### src/design/fps_pkg.sv
//
// Overview of operation
// - Quasi-resonant cycle starts after demag then valley.
// - At frequency ceiling enter discontinuous valley skipping.
// - Frequency reduction: oscillator, 25 kHz floor, valleys.
// - Burst pulses never slower than 25 kHz.
// - Sample mains every millisecond by grounding pin.
// - Switching allowed only after brownin seen.
// - 30 ms below brownout stops switching.
// - Threshold crossing between samples proves mains present.
// - Pause sampling 6 ms, 97 ms in burst.
// - No slope for 28 ms: discharge X-capacitor.
// - Aux measurement meaning depends on cycle section.
// - Protection stops switching, then restart or latch.
// - Regulate supply while stopped, except in aux-open.
// - Temperature input qualified 2-4 ms, then latch.
// - Overcurrent cycle-by-cycle after blanking, no stop.
// - Overvoltage latches after four consecutive faulty pulses.
// - Protect input mid-band clocks delay counter by ms.
// - Above high overpower reference ends gate pulse.
// - Above low reference runs counter; 200 ms restarts.
// - Startup 100 % with 40 ms; regulated 150 %, 200 ms.
// - Overpower with undervoltage protects at once.
// - Safe restart waits 800 ms, rechecks brownin.
// - On-time beyond 55 us forces safe restart.
//
package fps_pkg;

  // ---------------------------------------------------------------
  // Timing
  // ---------------------------------------------------------------
  localparam int unsigned CLK_HZ          = 25_000_000;
  localparam int unsigned MS_CYC          = CLK_HZ / 1000;
  localparam int unsigned FMIN_HZ         = 25_000;
  localparam int unsigned FMIN_PER_CYC    = CLK_HZ / FMIN_HZ;
  localparam int unsigned MAX_ON_NS       = 55_000;
  localparam int unsigned CLK_PER_NS      = 1_000_000_000 / CLK_HZ;
  localparam int unsigned MAX_ON_CYC      = MAX_ON_NS / CLK_PER_NS;
  localparam int unsigned BROWNOUT_MS     = 30;
  localparam int unsigned PAUSE_MS        = 6;
  localparam int unsigned PAUSE_BURST_MS  = 97;
  localparam int unsigned DISCONNECT_MS   = 28;
  localparam int unsigned TEMP_MS         = 3;
  localparam int unsigned OVP_PULSES      = 4;
  localparam int unsigned OPP_START_MS    = 40;
  localparam int unsigned OPP_RUN_MS      = 200;
  localparam int unsigned RESTART_MS      = 800;
  localparam int unsigned BLANK_CYC       = 8;
  localparam int unsigned MS_W            = 10;
  localparam int unsigned CYC_W           = 16;

  // ---------------------------------------------------------------
  // Modes and states
  // ---------------------------------------------------------------
  typedef enum logic [3:0] {
    FPS_QR    = 4'h1,
    FPS_DCM   = 4'h2,
    FPS_FREQ  = 4'h4,
    FPS_BURST = 4'h8
  } fps_mode_t;

  typedef enum logic [5:0] {
    FPS_WAIT_MAINS = 6'h01,
    FPS_RUN        = 6'h02,
    FPS_RESTART    = 6'h04,
    FPS_LATCHED    = 6'h08,
    FPS_BROWNOUT   = 6'h10,
    FPS_AUX_OPEN   = 6'h20
  } fps_state_t;

  typedef enum logic [3:0] {
    FPS_SEC_ON    = 4'h1,
    FPS_SEC_DEMAG = 4'h2,
    FPS_SEC_VALLEY= 4'h4,
    FPS_SEC_IDLE  = 4'h8
  } fps_sec_t;

  // Comparator results from the analog front end
  typedef struct packed {
    logic demag;
    logic valley;
    logic aux_ovp;
    logic aux_open;
    logic ocp;
    logic opc_high;
    logic opp_low;
    logic opp_low_100;
    logic supply_undervoltage_lock;
    logic temp_int;
    logic prot_low;
    logic prot_mid;
    logic ctrl_regulated;
    logic f_at_max;
    logic ctrl_burst;
    logic ctrl_freq_red;
  } fps_cmp_t;

  // Digitised mains sample
  typedef struct packed {
    logic valid;
    logic above_brownin;
    logic above_high;
    logic above_brownout;
  } fps_mains_t;

endpackage

### src/design/fps_supervisor.sv
`timescale 1ns/1ps
module fps_supervisor #(
  parameter int unsigned MS_CYC     = fps_pkg::MS_CYC,
  parameter int unsigned MAX_ON_CYC = fps_pkg::MAX_ON_CYC,
  parameter int unsigned FMIN_CYC   = fps_pkg::FMIN_PER_CYC,
  parameter int unsigned BLANK_CYC  = fps_pkg::BLANK_CYC
) (
  // Clock and reset
  input  wire logic             mclk_i,
  input  wire logic             rst_i,
  input  wire logic             ce_i,
  // Analog front end
  input  wire fps_pkg::fps_cmp_t   cmp_i,
  input  wire fps_pkg::fps_mains_t mains_i,
  input  wire logic             ton_req_i,
  input  wire logic [15:0]      osc_period_i,
  // Power stage
  output logic                  gate_o,
  output logic                  mains_sense_pin_pull_o,
  output logic                  xcap_discharge_o,
  output logic                  vcc_regulate_o,
  output logic                  prot_enable_o,
  // Status
  output fps_pkg::fps_mode_t    mode_o,
  output fps_pkg::fps_sec_t     section_o,
  output logic                  brownout_o,
  output logic                  latched_o,
  output logic                  restart_o,
  output logic                  ocp_limit_o
);

  // ---------------------------------------------------------------
  // Millisecond tick
  // ---------------------------------------------------------------
  logic [fps_pkg::CYC_W-1:0] ms_div;
  logic                      ms_tick;

  always_ff @(posedge mclk_i) begin
    if (rst_i) begin
      ms_div  <= '0;
      ms_tick <= 1'b0;
    end else if (ce_i) begin
      ms_tick <= (ms_div == fps_pkg::CYC_W'(MS_CYC - 1));
      if (ms_div == fps_pkg::CYC_W'(MS_CYC - 1)) begin
        ms_div <= '0;
      end else begin
        ms_div <= ms_div + 1'b1;
      end
    end
  end

  // ---------------------------------------------------------------
  // Mains monitor
  // ---------------------------------------------------------------
  fps_pkg::fps_state_t    state;
  logic [fps_pkg::MS_W-1:0] pause_cnt;
  logic [fps_pkg::MS_W-1:0] bo_cnt;
  logic [fps_pkg::MS_W-1:0] slope_cnt;
  logic                   prev_bi;
  logic                   prev_hi;
  logic                   mains_ok;
  logic                   disconnected;
  logic                   slope;

  assign slope = mains_i.valid &&
                 ((mains_i.above_brownin && !prev_bi) || (mains_i.above_high && !prev_hi));

  always_ff @(posedge mclk_i) begin
    if (rst_i) begin
      mains_sense_pin_pull_o <= 1'b0;
      pause_cnt              <= '0;
      prev_bi                <= 1'b0;
      prev_hi                <= 1'b0;
    end else if (ce_i) begin
      if (disconnected) begin
        mains_sense_pin_pull_o <= 1'b1;
      end else if (ms_tick && pause_cnt == '0) begin
        mains_sense_pin_pull_o <= 1'b1;
      end else if (mains_i.valid) begin
        mains_sense_pin_pull_o <= 1'b0;
      end
      if (mains_i.valid) begin
        prev_bi <= mains_i.above_brownin;
        prev_hi <= mains_i.above_high;
      end
      if (slope) begin
        pause_cnt <= (mode_o == fps_pkg::FPS_BURST) ? fps_pkg::MS_W'(fps_pkg::PAUSE_BURST_MS)
                                                    : fps_pkg::MS_W'(fps_pkg::PAUSE_MS);
      end else if (ms_tick && pause_cnt != '0) begin
        pause_cnt <= pause_cnt - 1'b1;
      end
    end
  end

  always_ff @(posedge mclk_i) begin
    if (rst_i) begin
      bo_cnt     <= '0;
      brownout_o <= 1'b0;
      mains_ok   <= 1'b0;
    end else if (ce_i) begin
      if (mains_i.valid && mains_i.above_brownin) begin
        mains_ok   <= 1'b1;
        brownout_o <= 1'b0;
        bo_cnt     <= '0;
      end else if (mains_i.valid && mains_i.above_brownout) begin
        bo_cnt <= '0;
      end else if (ms_tick && pause_cnt == '0) begin
        if (bo_cnt >= fps_pkg::MS_W'(fps_pkg::BROWNOUT_MS - 1)) begin
          brownout_o <= 1'b1;
          mains_ok   <= 1'b0;
        end else begin
          bo_cnt <= bo_cnt + 1'b1;
        end
      end
    end
  end

  always_ff @(posedge mclk_i) begin
    if (rst_i) begin
      slope_cnt    <= '0;
      disconnected <= 1'b0;
    end else if (ce_i) begin
      if (slope) begin
        slope_cnt    <= '0;
        disconnected <= 1'b0;
      end else if (ms_tick) begin
        if (slope_cnt >= fps_pkg::MS_W'(fps_pkg::DISCONNECT_MS - 1)) begin
          disconnected <= 1'b1;
        end else begin
          slope_cnt <= slope_cnt + 1'b1;
        end
      end
    end
  end

  always_ff @(posedge mclk_i) begin
    if (rst_i) begin
      xcap_discharge_o <= 1'b0;
    end else if (ce_i) begin
      xcap_discharge_o <= disconnected;
    end
  end

  // ---------------------------------------------------------------
  // Switching cycle and sections
  // ---------------------------------------------------------------
  logic [fps_pkg::CYC_W-1:0] on_cnt;
  logic [fps_pkg::CYC_W-1:0] per_cnt;
  logic                      running;
  logic                      gate_start;
  logic                      gate_end;
  logic                      max_on;
  logic                      valley_ok;
  logic                      timer_ok;

  assign running   = (state == fps_pkg::FPS_RUN);
  assign max_on    = gate_o && on_cnt >= fps_pkg::CYC_W'(MAX_ON_CYC);
  // The first pulse after reset starts from idle on any valley
  assign valley_ok = cmp_i.valley &&
                     (section_o == fps_pkg::FPS_SEC_VALLEY || section_o == fps_pkg::FPS_SEC_IDLE);
  assign timer_ok  = per_cnt >= fps_pkg::CYC_W'(FMIN_CYC - 1);
  // Oscillator period bounded by the floor frequency
  always_comb begin
    gate_start = 1'b0;
    case (mode_o)
      fps_pkg::FPS_QR:    gate_start = valley_ok;
      fps_pkg::FPS_DCM:   gate_start = valley_ok && !cmp_i.f_at_max;
      fps_pkg::FPS_FREQ:  gate_start = valley_ok &&
                                       (per_cnt >= osc_period_i || timer_ok);
      fps_pkg::FPS_BURST: gate_start = (valley_ok || timer_ok) && ton_req_i;
      default:            gate_start = 1'b0;
    endcase
    gate_start = gate_start && running && !gate_o;
  end

  // Peak limits end the pulse; overcurrent only after blanking
  // Only a pulse in progress can end; a stale on count must not block the next start
  assign gate_end = gate_o && (max_on || cmp_i.opc_high ||
                    (cmp_i.ocp && on_cnt >= fps_pkg::CYC_W'(BLANK_CYC)) ||
                    (cmp_i.ctrl_burst && mode_o == fps_pkg::FPS_FREQ && cmp_i.opp_low_100));

  always_ff @(posedge mclk_i) begin
    if (rst_i) begin
      gate_o      <= 1'b0;
      on_cnt      <= '0;
      per_cnt     <= '0;
      ocp_limit_o <= 1'b0;
    end else if (ce_i) begin
      if (!running || gate_end || brownout_o) begin
        gate_o      <= 1'b0;
        ocp_limit_o <= running && cmp_i.ocp && on_cnt >= fps_pkg::CYC_W'(BLANK_CYC);
      end else if (gate_start) begin
        gate_o  <= 1'b1;
        on_cnt  <= '0;
        per_cnt <= '0;
      end
      if (gate_o) begin
        on_cnt <= on_cnt + 1'b1;
      end
      if (!gate_start && per_cnt != '1) begin
        per_cnt <= per_cnt + 1'b1;
      end
    end
  end

  always_ff @(posedge mclk_i) begin
    if (rst_i) begin
      section_o <= fps_pkg::FPS_SEC_IDLE;
    end else if (ce_i) begin
      case (section_o)
        fps_pkg::FPS_SEC_ON:     if (!gate_o) section_o <= fps_pkg::FPS_SEC_DEMAG;
        fps_pkg::FPS_SEC_DEMAG:  if (cmp_i.demag) section_o <= fps_pkg::FPS_SEC_VALLEY;
        fps_pkg::FPS_SEC_VALLEY: if (gate_o) section_o <= fps_pkg::FPS_SEC_ON;
        fps_pkg::FPS_SEC_IDLE:   if (gate_o) section_o <= fps_pkg::FPS_SEC_ON;
        default:                 section_o <= fps_pkg::FPS_SEC_IDLE;
      endcase
    end
  end

  always_ff @(posedge mclk_i) begin
    if (rst_i) begin
      mode_o <= fps_pkg::FPS_QR;
    end else if (ce_i) begin
      if (cmp_i.ctrl_burst) begin
        mode_o <= fps_pkg::FPS_BURST;
      end else if (cmp_i.ctrl_freq_red) begin
        mode_o <= fps_pkg::FPS_FREQ;
      end else if (cmp_i.f_at_max) begin
        mode_o <= fps_pkg::FPS_DCM;
      end else begin
        mode_o <= fps_pkg::FPS_QR;
      end
    end
  end

  // ---------------------------------------------------------------
  // Protection counters
  // ---------------------------------------------------------------
  logic [2:0]               ovp_cnt;
  logic [fps_pkg::MS_W-1:0] opp_cnt;
  logic [fps_pkg::MS_W-1:0] temp_cnt;
  logic                     regulated;
  logic                     opp_hit;
  logic                     ovp_trip;
  logic                     temp_trip;
  logic                     opp_trip;

  assign opp_hit  = regulated ? cmp_i.opp_low : cmp_i.opp_low_100;
  assign ovp_trip = ovp_cnt >= 3'(fps_pkg::OVP_PULSES);
  assign temp_trip = temp_cnt >= fps_pkg::MS_W'(fps_pkg::TEMP_MS);
  assign opp_trip = (opp_hit && cmp_i.supply_undervoltage_lock) ||
                    opp_cnt >= (regulated ? fps_pkg::MS_W'(fps_pkg::OPP_RUN_MS)
                                          : fps_pkg::MS_W'(fps_pkg::OPP_START_MS));

  always_ff @(posedge mclk_i) begin
    if (rst_i) begin
      regulated <= 1'b0;
    end else if (ce_i) begin
      if (!running) begin
        regulated <= 1'b0;
      end else if (cmp_i.ctrl_regulated) begin
        regulated <= 1'b1;
      end
    end
  end

  always_ff @(posedge mclk_i) begin
    if (rst_i) begin
      ovp_cnt <= '0;
    end else if (ce_i) begin
      if (!running) begin
        ovp_cnt <= '0;
      end else if (cmp_i.prot_mid ? ms_tick : (section_o == fps_pkg::FPS_SEC_DEMAG && cmp_i.demag)) begin
        ovp_cnt <= cmp_i.aux_ovp ? ovp_cnt + 1'b1 : '0;
      end
    end
  end

  always_ff @(posedge mclk_i) begin
    if (rst_i) begin
      opp_cnt <= '0;
    end else if (ce_i) begin
      if (!running || !opp_hit) begin
        opp_cnt <= '0;
      end else if (ms_tick) begin
        opp_cnt <= opp_cnt + 1'b1;
      end
    end
  end

  always_ff @(posedge mclk_i) begin
    if (rst_i) begin
      temp_cnt <= '0;
    end else if (ce_i) begin
      if (!(cmp_i.prot_low || cmp_i.prot_mid)) begin
        temp_cnt <= '0;
      end else if (ms_tick && !temp_trip) begin
        temp_cnt <= temp_cnt + 1'b1;
      end
    end
  end

  // ---------------------------------------------------------------
  // Protection state machine
  // ---------------------------------------------------------------
  logic [fps_pkg::MS_W-1:0] rs_cnt;

  always_ff @(posedge mclk_i) begin
    if (rst_i) begin
      state  <= fps_pkg::FPS_WAIT_MAINS;
      rs_cnt <= '0;
    end else if (ce_i) begin
      case (state)
        fps_pkg::FPS_WAIT_MAINS: begin
          if (mains_ok && !cmp_i.supply_undervoltage_lock) state <= fps_pkg::FPS_RUN;
        end
        fps_pkg::FPS_RUN: begin
          if (cmp_i.temp_int || temp_trip || ovp_trip) begin
            state <= fps_pkg::FPS_LATCHED;
          end else if (max_on || opp_trip) begin
            state  <= fps_pkg::FPS_RESTART;
            rs_cnt <= '0;
          end else if (brownout_o) begin
            state <= fps_pkg::FPS_BROWNOUT;
          end else if (cmp_i.aux_open) begin
            state <= fps_pkg::FPS_AUX_OPEN;
          end else if (cmp_i.supply_undervoltage_lock) begin
            state <= fps_pkg::FPS_WAIT_MAINS;
          end
        end
        fps_pkg::FPS_RESTART: begin
          if (ms_tick && rs_cnt != '1) rs_cnt <= rs_cnt + 1'b1;
          if (rs_cnt >= fps_pkg::MS_W'(fps_pkg::RESTART_MS) && mains_ok) begin
            state <= fps_pkg::FPS_WAIT_MAINS;
          end
        end
        fps_pkg::FPS_LATCHED:  state <= fps_pkg::FPS_LATCHED;
        fps_pkg::FPS_BROWNOUT: if (mains_ok) state <= fps_pkg::FPS_WAIT_MAINS;
        fps_pkg::FPS_AUX_OPEN: if (!cmp_i.aux_open) state <= fps_pkg::FPS_WAIT_MAINS;
        default:               state <= fps_pkg::FPS_WAIT_MAINS;
      endcase
    end
  end

  always_ff @(posedge mclk_i) begin
    if (rst_i) begin
      vcc_regulate_o <= 1'b1;
      prot_enable_o  <= 1'b0;
      latched_o      <= 1'b0;
      restart_o      <= 1'b0;
    end else if (ce_i) begin
      vcc_regulate_o <= (state != fps_pkg::FPS_AUX_OPEN) && !(running && regulated);
      prot_enable_o  <= (state == fps_pkg::FPS_WAIT_MAINS && mains_ok) || running;
      latched_o      <= state == fps_pkg::FPS_LATCHED;
      restart_o      <= state == fps_pkg::FPS_RESTART;
    end
  end

endmodule

### config.mk
export PLATFORM = sky130hd
export DESIGN_NAME = fps_supervisor
export DESIGN_NICKNAME = d
export VERILOG_FILES = /design/src/design/fps_pkg.sv /design/src/design/fps_supervisor.sv
export SDC_FILE = /design/constraint.sdc
export NUM_CORES = 1
export LEC_CHECK = 0
export BUFFER_PORTS_ARGS = -buffer_cell sky130_fd_sc_hd__buf_2
export CORE_MARGIN = 2
export CORE_UTILIZATION = 57
export CTS_BUF_LIST = sky130_fd_sc_hd__clkbuf_8
export CTS_CLUSTER_SIZE = 16
export DETAILED_ROUTE_END_ITERATION = 8
export PLACE_DENSITY = 0.74
export SKIP_LAST_GASP = 1
export SLEW_MARGIN = 0
export SYNTH_ARGS = -nofsm -noshare
export SYNTH_HDL_FRONTEND = slang
export SYNTH_SLANG_ARGS = --single-unit
### constraint.sdc
create_clock -name mclk_i -period 4.92 [get_ports mclk_i]
set_input_delay 0.246 -clock mclk_i [delete_from_list [all_inputs] [get_ports mclk_i]]
set_output_delay 0.246 -clock mclk_i [all_outputs]
set_load 0.02 [all_outputs]
==> results.json <==
{
  "power_switching_mw": 0.599,
  "diodes": 0,
  "synth-simple-area-share_pct": 27.1,
  "design_area_um2": 8260,
  "setup_tns_ns": 0,
  "htreeDepth": 4,
  "start_kind": "register",
  "ant_nets": 0,
  "cts_tree": "built",
  "critPathRequiredTime_ns": 5.28,
  "initial_core_util_pct": 58.7,
  "first_global_vias": 6170,
  "crit_chain": "nor4b_1 -> or4b_1 -> a211oi_2 -> o21a_2 -> nand3_1 -> o221ai_1",
  "yosysWarningCount": 0,
  "power_density_nw_per_um2": 281,
  "post-route-min-period_ns": 3.03,
  "path_clk_slew_ns": 0.08,
  "grt_start_max_net_pins": 67,
  "fin_ws_ns": 1.89,
  "power.total_mw": 2.32,
  "coreArea_um2": 12700,
  "cp_max_fo": 14,
  "ys_ff_latch": 140,
  "syn_inst": 925,
  "endpoint_kind": "register",
  "clockBufferDepth": 2,
  "drive_above_1_share_pct": 11.8,
  "crit_arrival_ns": 3.39,
  "grt_pass1_wl_um": 28300,
  "hpwlAfterDp_um": 11200,
  "drt_wl_total_um": 16500,
  "max-vdd-ir-drop_v": 0.000235,
  "die_y_um": 118,
  "finalCritPeriodShare_pct": 61.7,
  "cts.sinks": 140,
  "synthMuxAreaShare_pct": 2.46,
  "synth-xor-area-share_pct": 4.36,
  "final_hold_viol_count": 0,
  "clock.fmax_mhz": 330,
  "grt_antenna_before_repair": 1,
  "via_per_inst": 5.81,
  "synth.avg_cell_area_um2": 8.04,
  "pwr-share-clk_pct": 41.5,
  "syn_to_final_growth_pct": 11.2,
  "synthAdderAreaFrac_pct": 5.72,
  "via_count": 6753,
  "syn_area_um2": 7430,
  "synth-compound-area-share_pct": 18.0,
  "rows": 41,
  "synth_ff_type": "dfxtp_1",
  "cap_violations": 0,
  "rsz0062_at_grt": "false",
  "die_w_um": 118,
  "io_buffers": 56,
  "track_usage_pct": 24.3,
  "p_int_mw": 1.72,
  "finalSetupViolCount": 0,
  "synth-seq-area-share_pct": 37.7,
  "place_congestion": 0.912,
  "pwr-share-seq_pct": 50.2,
  "worst_pin_slew_ns": 0.943,
  "synth_top_cell_area_share_pct": 37.7,
  "drtIter0Drc": 638,
  "crit_type": "reg2reg",
  "synth_fp_nets": 999,
  "relSlewSlack_pct": 37.1,
  "cp_slowest_stage_delay_ns": 0.51,
  "drc": 0,
  "p_leak_nw": 3.17,
  "min_path_type": "in2reg",
  "ios": 57,
  "dpl_cell_area_um2": 7850,
  "dr.pass1.iters": 5,
  "synth_top_family_by_area": "simple AND/OR/NAND/NOR gates",
  "synth_edf_count": 0,
  "synthArstFlopShare_pct": 0,
  "swShare_pct": 25.8,
  "routedWlPerCell_um": 14.2,
  "synthTopCellsByArea": "dfxtp_1 (38%), nor2_1 (6.8%), ha_1 (5.7%), a21oi_1 (4.4%), nand2_1 (4.1%)",
  "nets": 1051,
  "grt.overflow.total": 0,
  "outcome": "finished clean",
  "dieArea_um2": 14000,
  "fin_skew_ns": 0.00939,
  "post_cts_resize_count": 0,
  "worst_skew_pair.late_latency_ns": 0.46,
  "cts_buffers": 17,
  "place_ws_ns": 1.88,
  "drv_slew": 0,
  "crit_path_top_delay_cell": "or4b_1",
  "crit_family": "simple AND/OR/NAND/NOR gates",
  "comb_power_share_pct": 8.3,
  "yosysTopAreaCell": "dfxtp_1",
  "critPathBufInv": 0,
  "yosys.cell_types.count": 75,
  "clk_root_buffer_cell": "clkbuf_8"
}
## cell usage after synthesis, types with 20 or more instances
master and number:
o21ai_0 28, clkbuf_1 24, nand3_1 38, inv_1 56
nand4_1 20, nor2_1 134, nor3_1 20, nand2_1 82
nor4_1 20, a21oi_1 65, dfxtp_1 140, ha_1 34
## per-layer routing
| layer | track usage (%) | wire, µm | up-vias |
|---|---|---|---|
| li1 | - | - | 3432 |
| met1 | 32.9 | 8020 | 3131 |
| met5 | 0 | 10 | - |
| met3 | 5.07 | 848 | 24 |
| met4 | 8.58 | 223 | 2 |
| met2 | 38.4 | 7450 | 164 |
## cell usage in the layout, fill, tap and decap left out, types with 28 or more instances in the layout
master   instances
dfxtp_1        140
nor2_1         134
nand2_1         82
a21oi_1         65
inv_1           58
buf_2           56
nand3_1         38
ha_1            34
o21ai_0         28
## sequential cells by signal, indices dropped and copies added (netlist names), 3 cells and up
signal     flops
pause_cnt     10
on_cnt        16
bo_cnt        10
opp_cnt       10
mode_o         4
ms_div        16
temp_cnt      10
per_cnt       16
ovp_cnt        3
state          6
section_o      4
slope_cnt     10
rs_cnt        10
## power groups by stage
| stage | Clock [mW] | Sequential [mW] | Combinational (mW) |
|---|---|---|---|
| global placement | 0 | 1.19 | 0.188 |
| finish | 0.962 | 1.17 | 0.192 |
| global route | 1.04 | 1.17 | 0.216 |
| floorplan | 0 | 1.19 | 0.132 |
| CTS | 0.985 | 1.17 | 0.192 |
| detailed placement | 0 | 1.19 | 0.190 |
## worst reg2reg max path, stage by stage (launching register included)
cell and delay, ns:
dfxtp_1 0.43, nor4b_1 0.49, or4b_1 0.51, a211oi_2 0.36, o21a_2 0.39, nand3_1 0.42
o221ai_1 0.33
## final cells by class
cell class	instances	area (µm²)
clock buffer	17	234
clock inverter	15	175
fill	1127	4410
inverter	57	214
multi-input combinational	698	4290
sequential	140	2800
tap	172	215
timing repair buffer	63	335
## path summary, 6_finish.rpt
kind,startpoint,endpoint,slack (ns),cells after the start
max,mode_o[2],per_cnt[6],1.89,6
min,cmp_i[2],mode_o[0],0.03,2
max reg2reg,mode_o[2],per_cnt[6],1.89,6
min reg2reg,slope_cnt[5],slope_cnt[5],0.45,2
## timing repair
action,in CTS,in global routing
hold buffers,1,0
hold endpoints to repair,1,0
buffers inserted,0,0
## cells by family (layout without fill, tap and decap cells)
kind of cell	Yosys count	after routing
AOI/OAI and AO/OA	200	200
xor gates and xnor gates	37	37
adders and majority gates	34	34
buffers and inverters	87	152
DFF	140	140
muxes	17	17
and+or+nand+nor	410	410
## metrics by stage
step                      cells  hold slack, ns  utilization (%)
after global routing       1162          0.0242             65.2
after global placement     1129           0.437             61.9
after detailed placement   1129           0.441             61.9
final                      1162          0.0311             65.2
after floorplan             925           0.335                -
after CTS                  1162          0.0157             65.2
Power figures use the tool's default switching activity.
